[config.mk]
export PLATFORM = sky130hd
export DESIGN_NAME = ahs_conv
export DESIGN_NICKNAME = d
export VERILOG_FILES = /design/src/verilog/ahs_pkg.sv /design/src/verilog/ahs_conv.sv
export VERILOG_INCLUDE_DIRS = /design/src /design/src/verilog
export SDC_FILE = /design/constraint.sdc
export NUM_CORES = 2
export LEC_CHECK = 0
export ABC_CLOCK_PERIOD_IN_PS = 28300
export BUFFER_PORTS_ARGS = -buffer_cell sky130_fd_sc_hd__buf_4
export CAP_MARGIN = 20
export CORE_MARGIN = 3
export CORE_UTILIZATION = 55
export CTS_CLUSTER_SIZE = 14
export DETAILED_ROUTE_END_ITERATION = 7
export PLACE_DENSITY_LB_ADDON = 0.15
export SLEW_MARGIN = 20
export SYNTH_ARGS = -nofsm -noshare
export SYNTH_HDL_FRONTEND = slang
export SYNTH_SLANG_ARGS = --single-unit
[constraint.sdc]
create_clock -name i_clk -period 28.3 [get_ports i_clk]
set_input_delay 5.66 -clock i_clk [delete_from_list [all_inputs] [get_ports i_clk]]
set_output_delay 5.66 -clock i_clk [all_outputs]
set_load 0.1 [all_outputs]
[src/verilog/ahs_map.svh]
// Register map, field positions, reset values and counts of the conversion unit
// Assumes a 32-bit AXI4-Lite slave with 8 address bits decoded
`ifndef AHS_MAP_SVH
`define AHS_MAP_SVH
`define AHS_OFF_CTRL 8'h00
`define AHS_OFF_DCW 8'h04
`define AHS_OFF_SRC0 8'h08
`define AHS_OFF_SRC1 8'h0c
`define AHS_OFF_SRC2 8'h10
`define AHS_OFF_PAY 8'h14
`define AHS_OFF_PAX 8'h18
`define AHS_OFF_PBY 8'h1c
`define AHS_OFF_PBX 8'h20
`define AHS_OFF_DEST 8'h24
`define AHS_OFF_RSLT 8'h28
`define AHS_OFF_FLAG 8'h2c
`define AHS_OFF_IST 8'h30
`define AHS_OFF_ICLR 8'h34
`define AHS_OFF_IEN 8'h38
`define AHS_CTRL_HEX 0
`define AHS_CTRL_SCL 1
`define AHS_CTRL_PTR 2
`define AHS_CTRL_AREA 3
`define AHS_INT_DONE 0
`define AHS_INT_ERR 1
`define AHS_PAR_NONE 4'h0
`define AHS_PAR_EVEN 4'h1
`define AHS_PAR_ODD 4'h2
`define AHS_RST_WORD 16'h0000
`define AHS_BCD_MAX 14'h270f
`define AHS_DIV_STEPS 6'h22
`define AHS_RESP_OK 2'h0
`define AHS_RESP_ERR 2'h2
`endif

[src/verilog/ahs_pkg.sv]
// Types shared by the conversion unit
// Assumes ahs_map.svh holds all numeric constants
package ahs_pkg;
  typedef enum logic [1:0] {ST_IDLE, ST_DIV, ST_FIN} ahs_state_t;
  typedef struct packed {
    logic busy;
    logic equal;
    logic err;
  } ahs_flags_t;
  typedef struct packed {
    logic [15:0] ay;
    logic [15:0] ax;
    logic [15:0] by;
    logic [15:0] bx;
  } ahs_pts_t;
endpackage : ahs_pkg

[src/verilog/ahs_conv.sv]
// ASCII-to-hex converter and linear scaling unit behind an AXI4-Lite slave
// Assumes one clock, synchronous active-low reset, one master
// Contract
// - Map 30-39 and 41-46 to digits
// - Top character bit is parity, not value
// - No parity: top bit must be zero
// - Even/odd parity counts all one bits
// - Parity failure sets error, no write
// - Bad digit control or area sets error
// - Missing indirect operand sets error
// - Scale on execution, else do nothing
// - Round scaled result to nearest integer
// - Result is By minus slope times (Bx-S)
// - Equal X points set error, no result
// - Non-BCD Y or area fault sets error
// - Equal flag set when result is zero
// - Convert 1-4 bytes into digits in order
// - Wrap destination digits, keep the rest
// - Parity code 0 none, 1 even, 2 odd
`include "ahs_map.svh"
module ahs_conv
  import ahs_pkg::*;
#(
  parameter int AW = 8
) (
  input wire logic i_clk, // Clock
  input wire logic i_rst_n, // Sync reset
  input wire logic [AW-1:0] i_awaddr, // Write address
  input wire logic i_awvalid, // Write address valid
  output logic o_awready, // Write address ready
  input wire logic [31:0] i_wdata, // Write data
  input wire logic [3:0] i_wstrb, // Byte enables
  input wire logic i_wvalid, // Write data valid
  output logic o_wready, // Write data ready
  output logic [1:0] o_bresp, // Write response
  output logic o_bvalid, // Response valid
  input wire logic i_bready, // Response ready
  input wire logic [AW-1:0] i_araddr, // Read address
  input wire logic i_arvalid, // Read address valid
  output logic o_arready, // Read address ready
  output logic [31:0] o_rdata, // Read data
  output logic [1:0] o_rresp, // Read response
  output logic o_rvalid, // Read data valid
  input wire logic i_rready, // Read ready
  output logic o_irq // Level interrupt
);
  if (AW < 8)
  begin : g_chk
    $error("AW must be at least 8");
  end

  function automatic logic mapped(input logic [7:0] a);
    return (a[1:0] == 2'h0) && (a <= `AHS_OFF_IEN);
  endfunction : mapped

  function automatic logic bcd_ok(input logic [15:0] b);
    return (b[15:12] < 4'ha) && (b[11:8] < 4'ha) && (b[7:4] < 4'ha) && (b[3:0] < 4'ha);
  endfunction : bcd_ok

  function automatic logic [13:0] bcd2bin(input logic [15:0] b);
    return 14'({10'h0, b[15:12]} * 14'h3e8 + {10'h0, b[11:8]} * 14'h64
      + {10'h0, b[7:4]} * 14'ha + {10'h0, b[3:0]});
  endfunction : bcd2bin

  function automatic logic [15:0] bin2bcd(input logic [13:0] b);
    logic [29:0] s;
    s = {16'h0, b};
    for (int i = 0; i < 14; i++)
    begin
      for (int j = 0; j < 4; j++)
        if (s[14+4*j +: 4] > 4'h4) s[14+4*j +: 4] = s[14+4*j +: 4] + 4'h3;
      s = s << 1;
    end
    return s[29:14];
  endfunction : bin2bcd

  logic awrdy_r, wrdy_r, bvalid_r, ardy_r, rvalid_r, irq_r;
  logic [1:0] bresp_r, rresp_r;
  logic [31:0] rdata_r, rd_word;
  logic [7:0] wa_r;
  logic [31:0] wd_r;
  logic [3:0] ws_r;
  logic [1:0] fault_r, ist_r, ien_r;
  logic [15:0] dcw_r, dest_r, rslt_r;
  logic [15:0] src_r [3];
  ahs_pts_t pts_r;
  ahs_flags_t flags_r;
  ahs_state_t st_r;
  logic [33:0] nq_r;
  logic [16:0] rem_r, den_r;
  logic [13:0] by_r;
  logic neg_r;
  logic [5:0] cnt_r;

  // Bus write is performed once address and data are both held
  wire wr_do = !awrdy_r && !wrdy_r && !bvalid_r;
  wire [15:0] wd16 = {ws_r[1] ? wd_r[15:8] : 8'h00, ws_r[0] ? wd_r[7:0] : 8'h00};
  wire [15:0] wm16 = {{8{ws_r[1]}}, {8{ws_r[0]}}};
  wire sel_ctrl = wr_do && wa_r == `AHS_OFF_CTRL && ws_r[0];
  wire idle = st_r == ST_IDLE;
  wire hex_go = sel_ctrl && wd_r[`AHS_CTRL_HEX] && idle;
  wire scl_go = sel_ctrl && wd_r[`AHS_CTRL_SCL] && idle && !wd_r[`AHS_CTRL_HEX];
  // Fault bits of the starting write apply to that same execution
  wire ptr_bad = wd_r[`AHS_CTRL_PTR];
  wire area_bad = wd_r[`AHS_CTRL_AREA];

  // ASCII conversion, evaluated in the starting cycle
  wire [3:0] fd = dcw_r[3:0];
  wire [3:0] nb = dcw_r[7:4];
  wire [3:0] fb = dcw_r[11:8];
  wire [3:0] pm = dcw_r[15:12];
  wire dcw_bad = fd > 4'h3 || nb > 4'h3 || fb > 4'h1 || pm > `AHS_PAR_ODD;
  wire [47:0] sbytes = {src_r[2], src_r[1], src_r[0]};
  logic [15:0] hx_dst;
  logic hx_bad;
  always_comb
  begin
    logic [7:0] ch;
    logic [3:0] d;
    logic [1:0] p;
    ch = 8'h00;
    d = 4'h0;
    p = 2'h0;
    hx_dst = dest_r;
    hx_bad = 1'b0;
    for (int i = 0; i < 4; i++)
    begin
      if (i <= int'(nb[1:0]))
      begin
        ch = sbytes[8*(i+int'(fb[0])) +: 8];
        if (pm == `AHS_PAR_NONE && ch[7]) hx_bad = 1'b1;
        if (pm == `AHS_PAR_EVEN && ^ch) hx_bad = 1'b1;
        if (pm == `AHS_PAR_ODD && !(^ch)) hx_bad = 1'b1;
        if (ch[6:0] >= 7'h30 && ch[6:0] <= 7'h39) d = ch[3:0];
        else if ((ch[6:0] >= 7'h41 && ch[6:0] <= 7'h46) || (ch[6:0] >= 7'h61 && ch[6:0] <= 7'h66))
          d = ch[3:0] + 4'h9;
        else hx_bad = 1'b1;
        p = fd[1:0] + 2'(i);
        hx_dst[4*p +: 4] = d;
      end
    end
  end
  wire hx_err = dcw_bad || hx_bad || ptr_bad || area_bad;

  // Scaling setup: slope numerator and divisor magnitudes
  wire [13:0] ayb = bcd2bin(pts_r.ay);
  wire [13:0] byb = bcd2bin(pts_r.by);
  wire sc_err = !bcd_ok(pts_r.ay) || !bcd_ok(pts_r.by) || ptr_bad || area_bad
    || pts_r.ax == pts_r.bx;
  wire signed [14:0] dy = $signed({1'b0, byb}) - $signed({1'b0, ayb});
  wire signed [16:0] dx = $signed({1'b0, pts_r.bx}) - $signed({1'b0, pts_r.ax});
  wire signed [16:0] dn = $signed({1'b0, pts_r.bx}) - $signed({1'b0, src_r[0]});
  wire signed [31:0] num = dy * dn;
  wire [31:0] anum = num[31] ? 32'(-num) : 32'(num);
  wire [15:0] adx = dx[16] ? 16'(-dx) : 16'(dx);
  // Adding half the divisor rounds the magnitude to nearest
  wire [33:0] numer = {1'b0, anum, 1'b0} + {18'h0, adx};

  // One restoring divider step per cycle
  wire [17:0] rs = {rem_r, nq_r[33]};
  wire ge = rs >= {1'b0, den_r};
  wire [17:0] rsub = rs - {1'b0, den_r};
  wire signed [35:0] q = $signed({2'h0, nq_r});
  wire signed [35:0] sres = $signed({22'h0, by_r}) + (neg_r ? q : -q);
  wire [13:0] clamped = sres < 0 ? 14'h0 : (sres > $signed({22'h0, `AHS_BCD_MAX}))
    ? `AHS_BCD_MAX : sres[13:0];
  wire [15:0] sc_bcd = bin2bcd(clamped);

  wire ev_done = (hex_go && !hx_err) || st_r == ST_FIN;
  wire ev_err = (hex_go && hx_err) || (scl_go && sc_err);
  wire [1:0] iclr = (wr_do && wa_r == `AHS_OFF_ICLR && ws_r[0]) ? wd_r[1:0] : 2'h0;
  wire [1:0] ev = {ev_err, ev_done};

  wire [7:0] rd_a = i_araddr[7:0];
  always_comb
  begin
    rd_word = 32'h0;
    if (rd_a == `AHS_OFF_CTRL) rd_word = {28'h0, fault_r, 2'h0};
    else if (rd_a == `AHS_OFF_DCW) rd_word = {16'h0, dcw_r};
    else if (rd_a == `AHS_OFF_SRC0) rd_word = {16'h0, src_r[0]};
    else if (rd_a == `AHS_OFF_SRC1) rd_word = {16'h0, src_r[1]};
    else if (rd_a == `AHS_OFF_SRC2) rd_word = {16'h0, src_r[2]};
    else if (rd_a == `AHS_OFF_PAY) rd_word = {16'h0, pts_r.ay};
    else if (rd_a == `AHS_OFF_PAX) rd_word = {16'h0, pts_r.ax};
    else if (rd_a == `AHS_OFF_PBY) rd_word = {16'h0, pts_r.by};
    else if (rd_a == `AHS_OFF_PBX) rd_word = {16'h0, pts_r.bx};
    else if (rd_a == `AHS_OFF_DEST) rd_word = {16'h0, dest_r};
    else if (rd_a == `AHS_OFF_RSLT) rd_word = {16'h0, rslt_r};
    else if (rd_a == `AHS_OFF_FLAG) rd_word = {29'h0, flags_r};
    else if (rd_a == `AHS_OFF_IST) rd_word = {30'h0, ist_r};
    else if (rd_a == `AHS_OFF_IEN) rd_word = {30'h0, ien_r};
  end

  // Bus handshakes
  always_ff @(posedge i_clk)
  begin
    if (!i_rst_n)
    begin
      {awrdy_r, wrdy_r, ardy_r} <= 3'h7;
      {bvalid_r, rvalid_r} <= 2'h0;
      {bresp_r, rresp_r} <= 4'h0;
      rdata_r <= 32'h0;
      wa_r <= 8'h0;
      wd_r <= 32'h0;
      ws_r <= 4'h0;
    end
    else
    begin
      if (i_awvalid && awrdy_r) {awrdy_r, wa_r} <= {1'b0, i_awaddr[7:0]};
      if (i_wvalid && wrdy_r) {wrdy_r, wd_r, ws_r} <= {1'b0, i_wdata, i_wstrb};
      if (wr_do) {bvalid_r, bresp_r} <= {1'b1, mapped(wa_r) ? `AHS_RESP_OK : `AHS_RESP_ERR};
      if (bvalid_r && i_bready) {bvalid_r, awrdy_r, wrdy_r} <= 3'h3;
      if (i_arvalid && ardy_r)
      begin
        {ardy_r, rvalid_r, rdata_r} <= {2'h1, rd_word};
        rresp_r <= mapped(rd_a) ? `AHS_RESP_OK : `AHS_RESP_ERR;
      end
      if (rvalid_r && i_rready) {rvalid_r, ardy_r} <= 2'h1;
    end
  end

  // Software-written words
  always_ff @(posedge i_clk)
  begin
    if (!i_rst_n)
    begin
      {dcw_r, src_r[0], src_r[1], src_r[2]} <= {4{`AHS_RST_WORD}};
      pts_r <= {4{`AHS_RST_WORD}};
      {fault_r, ien_r} <= 4'h0;
    end
    else if (wr_do)
    begin
      if (wa_r == `AHS_OFF_CTRL && ws_r[0]) fault_r <= wd_r[3:2];
      else if (wa_r == `AHS_OFF_DCW) dcw_r <= (dcw_r & ~wm16) | wd16;
      else if (wa_r == `AHS_OFF_SRC0) src_r[0] <= (src_r[0] & ~wm16) | wd16;
      else if (wa_r == `AHS_OFF_SRC1) src_r[1] <= (src_r[1] & ~wm16) | wd16;
      else if (wa_r == `AHS_OFF_SRC2) src_r[2] <= (src_r[2] & ~wm16) | wd16;
      else if (wa_r == `AHS_OFF_PAY) pts_r.ay <= (pts_r.ay & ~wm16) | wd16;
      else if (wa_r == `AHS_OFF_PAX) pts_r.ax <= (pts_r.ax & ~wm16) | wd16;
      else if (wa_r == `AHS_OFF_PBY) pts_r.by <= (pts_r.by & ~wm16) | wd16;
      else if (wa_r == `AHS_OFF_PBX) pts_r.bx <= (pts_r.bx & ~wm16) | wd16;
      else if (wa_r == `AHS_OFF_IEN && ws_r[0]) ien_r <= wd_r[1:0];
    end
  end

  // Destination word: bus write or conversion result
  always_ff @(posedge i_clk)
  begin
    if (!i_rst_n) dest_r <= `AHS_RST_WORD;
    else if (hex_go && !hx_err) dest_r <= hx_dst;
    else if (wr_do && wa_r == `AHS_OFF_DEST) dest_r <= (dest_r & ~wm16) | wd16;
  end

  // Scaling sequencer and flags
  always_ff @(posedge i_clk)
  begin
    if (!i_rst_n)
    begin
      st_r <= ST_IDLE;
      flags_r <= '0;
      rslt_r <= `AHS_RST_WORD;
      {nq_r, rem_r, den_r, by_r, neg_r, cnt_r} <= '0;
    end
    else
    begin
      case (st_r)
        ST_IDLE:
          if (hex_go) flags_r.err <= hx_err;
          else if (scl_go && sc_err) flags_r.err <= 1'b1;
          else if (scl_go)
          begin
            st_r <= ST_DIV;
            flags_r.busy <= 1'b1;
            {nq_r, rem_r, den_r} <= {numer, 17'h0, adx, 1'b0};
            {by_r, neg_r, cnt_r} <= {byb, num[31] ^ dx[16], 6'h0};
          end
        ST_DIV:
        begin
          nq_r <= {nq_r[32:0], ge};
          rem_r <= ge ? rsub[16:0] : rs[16:0];
          cnt_r <= cnt_r + 6'h1;
          if (cnt_r == `AHS_DIV_STEPS - 6'h1) st_r <= ST_FIN;
        end
        ST_FIN:
        begin
          st_r <= ST_IDLE;
          rslt_r <= sc_bcd;
          flags_r <= '{busy: 1'b0, equal: sc_bcd == 16'h0, err: 1'b0};
        end
        default: st_r <= ST_IDLE;
      endcase
    end
  end

  // Interrupt status: set wins over clear
  always_ff @(posedge i_clk)
  begin
    if (!i_rst_n) {ist_r, irq_r} <= 3'h0;
    else
    begin
      ist_r <= (ist_r & ~iclr) | ev;
      irq_r <= |(ist_r & ien_r);
    end
  end

  assign o_awready = awrdy_r;
  assign o_wready = wrdy_r;
  assign o_bvalid = bvalid_r;
  assign o_bresp = bresp_r;
  assign o_arready = ardy_r;
  assign o_rvalid = rvalid_r;
  assign o_rdata = rdata_r;
  assign o_rresp = rresp_r;
  assign o_irq = irq_r;
endmodule : ahs_conv

==> results.ini <==
[worst_setup_path]
crit_slowest_cell=nor3b_1
crit_family=compound AO/OA/AOI/OAI gates
crit_path_start_kind=flip-flop
critPathKind=flip-flop to flip-flop
crit_fanout=15
critPathBufInv=11
reg2reg_setup_slack_ns=9.53
worstSetupEndpointType=flip-flop
critical_path.most_common_cell=ha_1
crit_start=nq_r[0]$_SDFFE_PN0P_
worstPathRequired_ns=28.76
slowest_delay_ns=0.77
worstReg2RegStart=nq_r[0]$_SDFFE_PN0P_
worstPathArrival_ns=19.23

[place]
portBuffers=64
dp.cells=5609
dp_hpwl_um=89000
gp_congestion=0.995
pre_cts_slack_ns=9.81
placedInstanceArea_um2=39500

[flow_run]
maxCapViolCount=0

[grt]
grt_pass1_wl_um=180000
grt_pass1_vias=32500
grt.total_usage_pct=30.3
antenna_found_initial=2
grt-ovfl-total=0
grt_max_degree=110

[sta]
finalCritPeriodShare_pct=66.3
tns_ns=0
final.min_clock_period_ns=18.77
fin_ws_ns=9.53
clock.fmax_ghz=0.0533
slew_headroom_pct=21.8
fin_skew_ns=0.0322
rsz0062_at_grt=no
hold_violations=0
final-setup-viol-count=0
slew_violations=0
max_slew.worst_pin.slew_ns=1.16

[clocking]
clock_path_buffers=3
cts_tree=done
cts.repair_timing.setup_buffer_count=0
cts_hold_buf=0
clk_pin_slew_ns=0.06
clk_latency_ns=0.57
cts_buffers=36
root_buffer=clkbuf_16
cts.htree.levels=2
cts_resized=0
numClockSinks=309

[synthesis]
synthArstFlopShare_pct=0
ys_types=124
avgSynthCellArea_um2=8.04
synth-edff-count=0
yosysMostFrequentCell=nor2_1
synth-main-ff-cell=dfxtp_1
synth.area.top_cells=dfxtp_1, fa_1, ha_1, mux2i_1, nor2_1
synth_top_cell_by_area=dfxtp_1
synth_cells=4770
ys_seq_area_share_pct=16.1
syn_area_um2=38400
synth_top_area_share_pct=16.1
netlist_top_cells_count=nor2_1, inv_1, nand2_1
ys_ff_latch=309
ys.warnings.count=0

[route]
wl_per_cell_um=19.9
drc=0
viasPerCell=6.03
wirelength_um=113000
drtIter0Drc=3233
postRouteAntennaNets=0
dr.pass1.iters=6
num_vias=34300

[cells_and_area]
fin_cells=5676
area_delta_synth_final_pct=6.16
final_nets=5411
utilization_pct=59.2
drive_above_1_share_pct=6.22
final_cell_area_um2=40700
fillers=6371

[die]
die_x_um=270
start_util_pct=55.7
core_area_um2=68800
dieArea_um2=72900
rows=96
io-pin-count=101
die_h_um=270

[power]
vdd.ir_drop.worst_mv=0.0465
power.density_nw_per_um2=24.1
power.leakage_nw=18.5

[min_path]
hold_path_class=flip-flop to flip-flop
hold_start=wa_r[6]$_SDFFE_PN0P_

[outcome]
status=complete, no violations

==> area by class of cell <==
cell class | count | area, µm² | share of cell area, %
Clock inverter | 12 | 113 | 0.277
Inverter | 532 | 2000 | 4.92
Tap cell | 931 | 1160 | 2.86
Timing Repair Buffer | 115 | 863 | 2.12
Multi-Input combinational cell | 3722 | 29300 | 72.0
Clock buffer | 53 | 1050 | 2.59
Antenna cell | 2 | 5.00 | 0.0123
Sequential cell | 309 | 6190 | 15.2
==> report_power, final <==
part           switching, mW  total (mW)  leakage [nW]  internal (mW)
Combinational         0.0545      0.0702          15.4         0.0157
Sequential            0.0102       0.450          2.50          0.439
Clock                  0.200       0.462         0.573          0.262
==> layer usage <==
layer  wire length, µm  global-route usage (%)  vias up  share of wire, %
met5                 0                       0        -                 0
met2             50900                    48.6     1314                45
li1                  -                       -    16300                 -
met4              4230                    9.91        0               3.7
met3              8880                    4.65      243               7.8
met1             49100                    41.9    16400                43
==> worst min-delay path, cell delays in order (launching register included) <==
cell and delay [ns]:
dfxtp_1 0.31, nand2_1 0.05, a21oi_1 0.05
==> cell families after synthesis <==
kind of cell               share of synthesized area, %
AOI/OAI and AO/OA                                  18.3
and+or+nand+nor                                    18.6
other                                           0.00978
buffers and inverters                              7.77
DFF                                                16.1
adders and majority gates                          26.4
muxes                                              6.54
xor gates and xnor gates                           6.21
==> through the flow <==
| step | hold slack [ns] | total power [mW] |
|---|---|---|
| floorplan | 0.431 | 0.506 |
| global placement | 0.443 | 0.528 |
| detailed placement | 0.449 | 0.528 |
| CTS | 0.458 | 0.986 |
| global route | 0.475 | 1.01 |
| finish | 0.456 | 0.982 |
==> placed cells by master, fill, tap and decap left out, drive strengths merged, types with 105 or more instances in the layout <==
| cell type | count |
|---|---|
| inv | 537 |
| buf | 115 |
| fa | 289 |
| ha | 347 |
| a21oi | 280 |
| dfxtp | 309 |
| nor3 | 105 |
| o21ai | 163 |
| xnor2 | 194 |
| mux2i | 225 |
| nand2 | 422 |
| nor2 | 556 |
==> final timing paths <==
kind / endpoint / cells after the start
hold / removal: wa_r[6]$_SDFFE_PN0P_ / 2
setup reg to reg: flags_r[1]$_SDFFE_PN0P_ / 78
hold reg to reg: wa_r[6]$_SDFFE_PN0P_ / 2
setup / recovery: flags_r[1]$_SDFFE_PN0P_ / 78
(Power assumes the default switching activity.)
